==> config.mk <==
export PLATFORM = sky130hd
export DESIGN_NAME = rta_top
export DESIGN_NICKNAME = d
export VERILOG_FILES = /design/src/rta_pkg.sv /design/src/rta_chan_if.sv /design/src/rta_tamper_chan.sv /design/src/rta_top.sv
export SDC_FILE = /design/constraint.sdc
export NUM_CORES = 2
export LEC_CHECK = 0
export ABC_AREA = 0
export BUFFER_PORTS_ARGS = -buffer_cell sky130_fd_sc_hd__buf_2
export CAP_MARGIN = 20
export CORE_MARGIN = 1.5
export CORE_UTILIZATION = 59
export DETAILED_ROUTE_END_ITERATION = 8
export PLACE_DENSITY_LB_ADDON = 0.15
export SYNTH_ARGS = -nofsm -noshare
export SYNTH_HDL_FRONTEND = slang
export SYNTH_SLANG_ARGS = --single-unit
==> constraint.sdc <==
create_clock -name clk_in -period 10.4 [get_ports clk_in]
set_input_delay 0.52 -clock clk_in [delete_from_list [all_inputs] [get_ports clk_in]]
set_output_delay 0.52 -clock clk_in [all_outputs]
set_load 0.005 [all_outputs]
==> src/rta_pkg.sv <==
// shared constants for the tamper and auxiliary output block
package rta_pkg;
	localparam int NUM_TAMP = 3;              // tamper channels in the full variant
	localparam int BKP_WORDS = 32;            // backup words kept
	localparam int BKP_W = 32;                // width of one backup word
	localparam int BKP_AW = 5;                // backup word index width
	localparam int FILT_CW = 4;               // filter match counter width
	localparam int SAMP_W = 9;                // sample timer width
	localparam logic [1:0] FILT_EDGE = 2'h0;  // filter field value for edge mode
	localparam logic [3:0] FILT_ONE = 4'h1;   // base of the 2/4/8 sample target
	localparam logic [SAMP_W-1:0] SAMP_SLOW = 9'h100; // slowest sample period
	localparam logic [SAMP_W-1:0] PRCH_ONE = 9'h001;  // base of precharge length
	localparam logic [1:0] ALARM_OUTPUT_SELECT_OFF = 2'h0;   // alarm output inactive
	localparam logic [1:0] ALARM_OUTPUT_SELECT_ALRA = 2'h1;  // alarm a flag selected
	localparam logic [1:0] ALARM_OUTPUT_SELECT_ALRB = 2'h2;  // alarm b flag selected
	localparam logic [1:0] ALARM_OUTPUT_SELECT_WKUP = 2'h3;  // wakeup timer flag selected
	localparam logic DRIVE_OD = 1'b0;         // open-drain drive type code
	localparam int CAL_ASYNC_TAP = 5;         // async counter bit giving clock/64
	localparam int CAL_SYNC_TAP = 7;          // sync counter bit giving /256 stage
endpackage

==> src/rta_chan_if.sv <==
// per-channel carrier between the block top and one tamper channel
`timescale 1ns/1ns
interface rta_chan_if;
	logic       enable;      // channel enable after variant gating
	logic       trigger;     // trigger polarity, 0 active high
	logic [1:0] filt;        // filter field, 0 for edge mode
	logic       sample_tick; // filtered-mode sample strobe
	logic       event_p;     // one-cycle tamper event
	logic       active;      // debounced pin at its active level
	modport ctrl (output enable, trigger, filt, sample_tick, input event_p, active);
	modport chan (input enable, trigger, filt, sample_tick, output event_p, active);
endinterface

==> src/rta_tamper_chan.sv <==
// one tamper channel: pin synchroniser, edge and filtered level detection
`timescale 1ns/1ns
module rta_tamper_chan
	import rta_pkg::*;
(
	input  wire logic clk_in,
	input  wire logic rst_n_in,
	input  wire logic clk_en_in,
	input  wire logic pin_in,
	rta_chan_if.chan  ch
);
	import rta_pkg::*;

	logic [2:0]         sync_q;     // three-stage pin synchroniser
	logic [3:0]         warm_q;     // fill marker, level is a guess until bit 3
	logic               level;      // accepted pin level
	logic               gated_q;    // previous enabled-active value
	logic [FILT_CW-1:0] match_cnt;  // consecutive matching samples
	logic               next_event; // detection this cycle
	logic               next_act;   // active level at the current level
	logic               gated;      // active level anded with enable
	logic [FILT_CW-1:0] target;     // samples needed: 2, 4 or 8

	// level only moves when stages two and three agree
	always_ff @(posedge clk_in)
	begin
		if (!rst_n_in)
		begin
			sync_q <= 3'h0;
			level <= 1'b0;
			warm_q <= 4'h0;
		end
		else if (clk_en_in)
		begin
			warm_q <= {warm_q[2:0], 1'b1};
			sync_q <= {sync_q[1:0], pin_in}; // [RULE23]
			if (sync_q[1] == sync_q[2])
				level <= sync_q[2]; // [RULE23]
		end
	end

	// trigger 0 is active high, trigger 1 active low
	assign next_act = ch.trigger ? ~level : level;
	// enable gating makes an already-active pin fire on enable
	// held off until the synchroniser is full, so reset cannot fake an edge
	assign gated = next_act & ch.enable & warm_q[3]; // [RULE8]
	assign target = FILT_CW'(FILT_ONE << ch.filt); // [RULE10]

	// event decision for both modes
	always_comb
	begin
		if (ch.filt == FILT_EDGE)
			next_event = gated & ~gated_q; // [RULE7]
		else
			next_event = ch.sample_tick & gated && (match_cnt == target - FILT_ONE);
	end

	// edge history and sample match counter
	always_ff @(posedge clk_in)
	begin
		if (!rst_n_in)
		begin
			gated_q <= 1'b0;
			match_cnt <= '0;
			ch.event_p <= 1'b0;
		end
		else if (clk_en_in)
		begin
			gated_q <= gated;
			ch.event_p <= next_event;
			if (ch.filt == FILT_EDGE || !gated)
				match_cnt <= '0;
			// saturating at target stops a held level refiring
			else if (ch.sample_tick && match_cnt != target)
				match_cnt <= match_cnt + FILT_ONE; // [RULE10]
		end
	end

	assign ch.active = next_act;
endmodule

==> src/rta_top.sv <==
// tamper detection, backup words, calibration and alarm output on one pin
// Operation
// (RULE1) three tamper inputs, small variant one edge-only
// (RULE2) backup words survive all but power-on or tamper
// (RULE3) any tamper event clears every backup word
// (RULE4) per-input enable and flag, set on event
// (RULE5) irq enable raises interrupt on tamper event
// (RULE6) tamper may timestamp; flags set same cycle
// (RULE7) filter zero: edge detect, polarity per input
// (RULE8) edge signal gated by enable, fires if active
// (RULE9) software re-enables input before rewriting backups
// (RULE10) filtered mode needs 2, 4 or 8 matches
// (RULE11) pull-up precharge before samples unless disabled
// (RULE12) sample rate field sets sampling interval
// (RULE13) calibration clock is kernel clock over 64
// (RULE14) calibration output ignores smooth calibration value
// (RULE15) select set: kernel over 256 times prescaler
// (RULE16) one hertz output irregular during shift pending
// (RULE17) alarm output picks alarm a, b, wakeup
// (RULE18) polarity bit inverts the alarm output
// (RULE19) drive type picks open-drain or push-pull
// (RULE20) selected output forces shared pin to output
// (RULE21) software keeps calibration off when using alarm
// (RULE22) events signal low-power exit on slow clock
// (RULE23) tamper pins synchronised before evaluation
`timescale 1ns/1ns
module rta_top
	import rta_pkg::*;
(
	input  wire logic                clk_in,
	input  wire logic                rst_n_in,
	input  wire logic                clk_en_in,
	input  wire logic [NUM_TAMP-1:0] tamper_pin_in,
	input  wire logic                single_input_variant_in,
	input  wire logic [NUM_TAMP-1:0] tamper_input_enable_in,
	input  wire logic [NUM_TAMP-1:0] tamper_trigger_polarity_in,
	input  wire logic [1:0]          tamper_filter_count_in,
	input  wire logic                tamper_pullup_disable_in,
	input  wire logic [1:0]          tamper_precharge_duration_in,
	input  wire logic [2:0]          tamper_sample_rate_in,
	input  wire logic                tamper_irq_enable_in,
	input  wire logic                timestamp_on_tamper_in,
	input  wire logic [NUM_TAMP-1:0] tamper_flag_clear_in,
	input  wire logic                timestamp_event_in,
	input  wire logic                timestamp_flag_clear_in,
	input  wire logic                bkp_wr_en_in,
	input  wire logic [BKP_AW-1:0]   bkp_addr_in,
	input  wire logic [BKP_W-1:0]    bkp_wdata_in,
	input  wire logic                cal_output_enable_in,
	input  wire logic                cal_output_select_in,
	input  wire logic [6:0]          async_prescaler_in,
	input  wire logic [7:0]          sync_prescaler_low_in,
	input  wire logic                shift_pending_flag_in,
	input  wire logic [1:0]          alarm_output_select_in,
	input  wire logic                alarm_output_polarity_in,
	input  wire logic                alarm_output_drive_type_in,
	input  wire logic                alarm_a_flag_in,
	input  wire logic                alarm_b_flag_in,
	input  wire logic                wakeup_timer_flag_in,
	input  wire logic                low_speed_clock_source_in,
	output logic [NUM_TAMP-1:0]      tamper_flag_out,
	output logic                     tamper_irq_out,
	output logic                     timestamp_flag_out,
	output logic                     timestamp_overflow_flag_out,
	output logic [NUM_TAMP-1:0]      tamper_pullup_out,
	output logic [BKP_W-1:0]         bkp_rdata_out,
	output logic                     shared_function_pin_out,
	output logic                     shared_function_pin_oe_out,
	output logic                     low_power_exit_out
);
	import rta_pkg::*;

	logic [NUM_TAMP-1:0] chan_en;      // enables after variant gating
	logic [1:0]          filt_eff;     // filter field after variant gating
	logic [NUM_TAMP-1:0] tamp_event;   // per-channel event pulses
	logic                any_event;    // any tamper event this cycle
	logic                ts_trigger;   // timestamp capture request
	logic [BKP_W-1:0]    bkp_mem [BKP_WORDS]; // backup word file
	logic [SAMP_W-1:0]   samp_cnt;     // cycles to the next sample
	logic [SAMP_W-1:0]   samp_period;  // period from the rate field
	logic [SAMP_W-1:0]   prch_len;     // precharge cycles: 1, 2, 4 or 8
	logic                samp_tick;    // sample strobe to the channels
	logic                prch_win;     // precharge window open
	logic [6:0]          apre_cnt;     // async prescaler counter
	logic [7:0]          spre_cnt;     // sync prescaler low byte counter
	logic                apre_wrap;    // async counter wraps
	logic                cal_wave;     // selected calibration waveform
	logic                sel_flag;     // alarm flag picked by select
	logic                alarm_lvl;    // alarm level after polarity
	logic [2:0]          alarm_prev;   // last alarm a, b, wakeup flags
	logic                alarm_rise;   // an alarm or wakeup flag rose
	logic                next_pin;     // next shared pin value
	logic                next_oe;      // next shared pin enable

	// the small variant keeps only the first input, edge only
	assign filt_eff = single_input_variant_in ? FILT_EDGE : tamper_filter_count_in; // [RULE1]

	// one channel per tamper input
	genvar g;
	generate
		for (g = 0; g < NUM_TAMP; g++)
		begin : g_chan
			rta_chan_if chif ();
			assign chan_en[g] = tamper_input_enable_in[g] & (g == 0 || !single_input_variant_in); // [RULE1]
			assign chif.enable = chan_en[g]; // [RULE4]
			assign chif.trigger = tamper_trigger_polarity_in[g];
			assign chif.filt = filt_eff;
			assign chif.sample_tick = samp_tick;
			assign tamp_event[g] = chif.event_p;
			rta_tamper_chan u_chan (
				.clk_in    (clk_in),
				.rst_n_in  (rst_n_in),
				.clk_en_in (clk_en_in),
				.pin_in    (tamper_pin_in[g]),
				.ch        (chif.chan)
			);
		end
	endgenerate

	assign any_event = |tamp_event;
	assign ts_trigger = (timestamp_on_tamper_in & any_event) | timestamp_event_in; // [RULE6]

	// tamper flags: a new event beats a clear in the same cycle
	always_ff @(posedge clk_in)
	begin
		if (!rst_n_in)
			tamper_flag_out <= '0;
		else if (clk_en_in)
			tamper_flag_out <= (tamper_flag_out & ~tamper_flag_clear_in) | tamp_event; // [RULE4]
	end

	// interrupt follows pending flags while enabled
	always_ff @(posedge clk_in)
	begin
		if (!rst_n_in)
			tamper_irq_out <= 1'b0;
		else if (clk_en_in)
			tamper_irq_out <= tamper_irq_enable_in & (|tamper_flag_out | any_event); // [RULE5]
	end

	// timestamp flags, set beside the tamper flag
	always_ff @(posedge clk_in)
	begin
		if (!rst_n_in)
		begin
			timestamp_flag_out <= 1'b0;
			timestamp_overflow_flag_out <= 1'b0;
		end
		else if (clk_en_in)
		begin
			// a capture while the flag stands is an overflow
			if (ts_trigger && timestamp_flag_out)
				timestamp_overflow_flag_out <= 1'b1; // [RULE6]
			else if (timestamp_flag_clear_in)
				timestamp_overflow_flag_out <= 1'b0;
			if (ts_trigger)
				timestamp_flag_out <= 1'b1; // [RULE6]
			else if (timestamp_flag_clear_in)
				timestamp_flag_out <= 1'b0;
		end
	end

	// backup words: only power-on reset or tamper wipes them
	always_ff @(posedge clk_in)
	begin
		if (!rst_n_in)
		begin
			for (int i = 0; i < BKP_WORDS; i++)
				bkp_mem[i] <= '0; // [RULE2]
		end
		else if (clk_en_in)
		begin
			// wipe wins over a write in the same cycle
			if (any_event)
			begin
				for (int i = 0; i < BKP_WORDS; i++)
					bkp_mem[i] <= '0; // [RULE3]
			end
			else if (bkp_wr_en_in)
				bkp_mem[bkp_addr_in] <= bkp_wdata_in; // [RULE2]
		end
	end

	// registered read port
	always_ff @(posedge clk_in)
	begin
		if (!rst_n_in)
			bkp_rdata_out <= '0;
		else if (clk_en_in)
			bkp_rdata_out <= bkp_mem[bkp_addr_in];
	end

	// sample timer: faster rate means more pull-up current
	assign samp_period = SAMP_SLOW >> tamper_sample_rate_in; // [RULE12]
	assign prch_len = PRCH_ONE << tamper_precharge_duration_in;
	assign samp_tick = (samp_cnt == '0);
	assign prch_win = (samp_cnt <= prch_len);

	// count down to each sample, reload on it
	always_ff @(posedge clk_in)
	begin
		if (!rst_n_in)
			samp_cnt <= '0;
		else if (clk_en_in)
		begin
			if (samp_tick)
				samp_cnt <= samp_period - PRCH_ONE; // [RULE12]
			else
				samp_cnt <= samp_cnt - PRCH_ONE;
		end
	end

	// pull-up only in filtered mode, ending the cycle after the sample cycle
	always_ff @(posedge clk_in)
	begin
		if (!rst_n_in)
			tamper_pullup_out <= '0;
		else if (clk_en_in)
		begin
			if (filt_eff != FILT_EDGE && !tamper_pullup_disable_in && prch_win)
				tamper_pullup_out <= chan_en; // [RULE11]
			else
				tamper_pullup_out <= '0;
		end
	end

	// prescaler chain; no smooth calibration input reaches it
	assign apre_wrap = (apre_cnt >= async_prescaler_in); // [RULE14]

	always_ff @(posedge clk_in)
	begin
		if (!rst_n_in)
		begin
			apre_cnt <= '0;
			spre_cnt <= '0;
		end
		else if (clk_en_in)
		begin
			apre_cnt <= apre_wrap ? 7'h00 : apre_cnt + 7'h01; // [RULE13]
			// a pending shift stalls this stage, so the slow output jitters
			if (apre_wrap && !shift_pending_flag_in) // [RULE16]
				spre_cnt <= (spre_cnt >= sync_prescaler_low_in) ? 8'h00 : spre_cnt + 8'h01;
		end
	end

	// select picks the fast tap or the slow stage
	always_comb
	begin
		if (cal_output_select_in)
			cal_wave = spre_cnt[CAL_SYNC_TAP]; // [RULE15]
		else
			cal_wave = apre_cnt[CAL_ASYNC_TAP]; // [RULE13]
	end

	// alarm flag mux, zero means no alarm output
	always_comb
	begin
		case (alarm_output_select_in)
			ALARM_OUTPUT_SELECT_ALRA: sel_flag = alarm_a_flag_in; // [RULE17]
			ALARM_OUTPUT_SELECT_ALRB: sel_flag = alarm_b_flag_in;
			ALARM_OUTPUT_SELECT_WKUP: sel_flag = wakeup_timer_flag_in;
			default:   sel_flag = 1'b0;
		endcase
	end

	assign alarm_lvl = sel_flag ^ alarm_output_polarity_in; // [RULE18]

	// shared pin: calibration first, then alarm, else released
	always_comb
	begin
		next_pin = 1'b0;
		next_oe = 1'b0;
		if (cal_output_enable_in)
		begin
			next_pin = cal_wave; // [RULE20]
			next_oe = 1'b1;
		end
		else if (alarm_output_select_in != ALARM_OUTPUT_SELECT_OFF)
		begin
			// open drain only ever pulls low
			if (alarm_output_drive_type_in == DRIVE_OD)
				next_oe = ~alarm_lvl; // [RULE19]
			else
			begin
				next_pin = alarm_lvl;
				next_oe = 1'b1; // [RULE20]
			end
		end
	end

	// pin registers
	always_ff @(posedge clk_in)
	begin
		if (!rst_n_in)
		begin
			shared_function_pin_out <= 1'b0;
			shared_function_pin_oe_out <= 1'b0;
		end
		else if (clk_en_in)
		begin
			shared_function_pin_out <= next_pin;
			shared_function_pin_oe_out <= next_oe;
		end
	end

	assign alarm_rise = |({alarm_a_flag_in, alarm_b_flag_in, wakeup_timer_flag_in} & ~alarm_prev);

	// wake request from any event while on a slow oscillator
	always_ff @(posedge clk_in)
	begin
		if (!rst_n_in)
		begin
			alarm_prev <= '0;
			low_power_exit_out <= 1'b0;
		end
		else if (clk_en_in)
		begin
			alarm_prev <= {alarm_a_flag_in, alarm_b_flag_in, wakeup_timer_flag_in};
			low_power_exit_out <= low_speed_clock_source_in &
				(any_event | ts_trigger | alarm_rise); // [RULE22]
		end
	end
endmodule

==> results.py <==
metrics = {
    "critical_path": {
        "required_ns": 10.72,
        "r2r_slack_ns": 6.72,
        "worstReg2RegEnd": "bkp_mem[16][3]",
        "arrival_ns": 4.40,
        "reg2regPathDepth": 5,
        "cpMostUsedCell": "buf_4",
        "cp_slowest_cell": "nand3_1",
        "worstSetupStartpointType": "input port",
        "crit_chain": "buf_2 > buf_4 > clkinv_1 > buf_4 > nor2_1 > and3_1 > nand3_1 > o21ai_4 > buf_4",
        "end_kind": "flop",
        "crit_path_max_incr_delay_ns": 0.71,
        "crit_fanout": 48,
        "crit_path_start": "rst_n_in",
        "crit_type": "in2reg",
        "regToRegStartpoint": "g_chan[1].u_chan.ch.event_p",
    },
    "placed_design": {
        "dpl-instance-area_sq_mm": 0.0531,
        "io_buffers": 135,
        "dp_hpwl_um": 81600,
        "place_inst": 4539,
        "place_congestion": 0.843,
    },
    "worst_hold_path": {
        "hold_path.class": "in2reg",
        "whs_path_depth": 3,
        "hp-start": "tamper_pin_in[2]",
        "whs_endpoint": "g_chan[2].u_chan.sync_q[0]",
    },
    "finish": {
        "instances_no_fill": 4762,
        "area_delta_synth_final_pct": 10.9,
        "fin_area_sq_mm": 0.0568,
        "nets": 3631,
        "fillers": 5902,
        "drive_gt1_share_pct": 19.9,
    },
    "power_and_ir_drop": {
        "pwr-share-comb_pct": 7.2,
        "ir_drop_mv": 0.137,
        "p_sw_mw": 2.26,
        "power_leakage_nw": 21.2,
        "p_clk_share_pct": 41.3,
        "internal-power_mw": 7.66,
        "p_total_mw": 9.92,
        "p_sw_share_pct": 22.8,
        "power.density_mw_per_mm2": 175,
        "power_frac_seq_pct": 51.5,
    },
    "routing": {
        "wl_per_cell_um": 28.2,
        "drc": 0,
        "dr.pass1.iters": 5,
        "viasPerCell": 6.36,
        "ant_nets": 0,
        "dr.first_iter.drc_count": 3829,
        "vias": 30300,
        "drt_wl_total_um": 134000,
    },
    "die": {
        "core-area_sq_mm": 0.0855,
        "die_x_um": 298,
        "rows": 107,
        "start_util_pct": 59.9,
        "die-area_sq_mm": 0.0886,
        "fp.dieH_um": 298,
        "ioPinCount": 136,
    },
    "outcome": {
        "status": "complete, no violations",
    },
    "sta": {
        "worst_slew_margin_rel_pct": 23.6,
        "max_slew.worst_pin.slew_ns": 1.12,
        "fmax_mhz": 245,
        "setup_viol": 0,
        "finalCritPeriodShare_pct": 39.2,
        "clock_skew_ns": 0.0275,
        "rsz0062_at_grt": "false",
        "finalSetupTns_ns": 0,
        "hold_viol": 0,
        "drv_slew": 0,
        "period_needed_ns": 4.08,
    },
    "yosys": {
        "netlist_area_sq_mm": 0.0512,
        "synthTopCellsByCount": "1031 x and2_1, 1024 x edfxtp_1, 266 x clkbuf_1",
        "synth_edf_count": 1024,
        "netlist.top_cell.by_area": "edfxtp_1",
        "synth_area_per_cell_sq_um": 14.6,
        "synth.most_common_cell": "and2_1",
        "synth-seq-cells": 1129,
        "synth_cells": 3521,
        "synth_cell_types": 70,
        "yosysTopAreaCellShare_pct": 60.0,
        "synth_area_leaders": "edfxtp_1 60%, and2_1 13%, mux4_2 12%, dfxtp_1 4.1%, clkbuf_1 1.9%",
        "synth_nets": 3638,
        "yosysWarnings": 0,
        "synthFlopType": "edfxtp_1",
        "yosysSeqAreaShare_pct": 64.1,
        "ys_async_sr_fraction_pct": 0,
    },
    "cts": {
        "path_clk_slew_ns": 0.06,
        "cts_buffers": 116,
        "root_buffer": "clkbuf_16",
        "clockBufferDepth": 3,
        "clock_latency_ns": 0.68,
        "cts_tree": "yes",
        "hold_buffers": 0,
        "h-tree-depth": 3,
        "cts.sinks": 1129,
        "cts_setup_buffers": 0,
        "cts.repair.resized": 0,
    },
    "global_route": {
        "gr-total-overflow": 0,
        "grt_use_total_pct": 30.5,
        "antenna_found_initial": 6,
        "grt_max_degree": 141,
        "grt_pass1_wl_um": 200000,
        "grt_pass1_vias": 30700,
    },
    "job": {
        "drv_cap": 0,
    },
}
-- worst max path at each step --
stage | end | slack, ns | cells after the start
3_5_place_dp | bkp_mem[16][28] | 5.75 | 9
4_1_cts | bkp_mem[16][31] | 6.43 | 9
2_1_floorplan | bkp_mem[17][0] | 6.05 | 7
3_3_place_gp | bkp_mem[16][28] | 5.82 | 9
5_1_grt | bkp_mem[16][31] | 6.27 | 9
6_report | bkp_mem[16][3] | 6.32 | 9
-- worst max-delay path: cells and delay by family --
kind            cells  cell delay, ns
buf+inv             5            1.59
simple gates        3            1.63
compound gates      1            0.62
-- power by group through the flow --
stage / Combinational (mW) / Sequential [mW] / Clock [mW]
finish: 0.713 / 5.11 / 4.10
global route: 0.754 / 5.12 / 4.29
CTS: 0.706 / 5.11 / 4.12
detailed placement: 0.703 / 5.21 / 0
global placement: 0.691 / 5.20 / 0
floorplan: 0.433 / 5.20 / 0
-- cells by family after synthesis --
| group | count (synthesis) | share of synthesized area (%) |
|---|---|---|
| and+or+nand+nor | 1357 | 15.6 |
| DFF | 1129 | 64.1 |
| buffers and inverters | 356 | 2.85 |
| AOI/OAI and AO/OA | 322 | 4.01 |
| muxes | 305 | 12.4 |
| xor gates and xnor gates | 27 | 0.462 |
| adders and majority gates | 25 | 0.611 |
-- flip-flops by register name, indices dropped and copies added, names as in the netlist, 3 cells and up --
name                      cells
alarm_prev                    3
apre_cnt                      7
bkp_mem                    1024
bkp_rdata_out                32
g_chan.u_chan.ch.event_p      3
g_chan.u_chan.gated_q         3
g_chan.u_chan.level           3
g_chan.u_chan.match_cnt      12
g_chan.u_chan.sync_q          9
g_chan.u_chan.warm_q          4
samp_cnt                      9
spre_cnt                      8
tamper_flag_out               3
tamper_pullup_out             3
-- area by class of cell --
cell class	instances	area (sq um)	share of cell area [%]
Inverter	32	120	0.211
Timing Repair Buffer	199	1220	2.15
Sequential cell	1129	32900	57.8
Tap cell	1144	1430	2.52
Multi-Input combinational cell	2036	17500	30.8
Clock buffer	148	3080	5.41
Antenna cell	2	5.00	0.00881
Clock inverter	72	636	1.12
-- metrics by stage --
stage | hold WS [ns] | setup WS [ns] | util (%)
after floorplan | 0.434 | 6.05 | -
after global placement | 0.440 | 5.82 | 62.0
after detailed placement | 0.461 | 5.75 | 62.0
after CTS | 0.0726 | 6.43 | 66.4
after global routing | 0.114 | 6.27 | 66.4
final | 0.0989 | 6.32 | 66.4
-- per-layer routing --
layer	part of all wire [%]	global-route usage (%)	vias to the layer above	wire, um
li1	-	-	12900	-
met4	2.5	8.31	2	3290
met5	0.0067	0	-	9
met1	39	42.6	15500	52500
met2	48	49.6	1587	65100
met3	9.9	5.74	242	13400
-- placed cells by master (no fill, tap or decap), drive strengths merged, types with 13 or more instances in the layout --
cell | synthesis | routed
nor3 | 33 | 33
nand2 | 81 | 81
and2 | 1031 | 1031
a21oi | 80 | 80
nand2b | 19 | 19
mux2 | 13 | 13
buf | 58 | 199
clkbuf | 266 | 148
xnor2 | 20 | 20
clkinv | 1 | 54
ha | 25 | 25
a22oi | 19 | 19
edfxtp | 1024 | 1024
a22o | 21 | 21
dfxtp | 105 | 105
o21ai | 87 | 87
o22ai | 36 | 36
nand3 | 27 | 27
inv | 31 | 35
nor2 | 112 | 112
mux4 | 262 | 262
mux2i | 30 | 30
No activity file was read; power rests on OpenSTA's default activity.
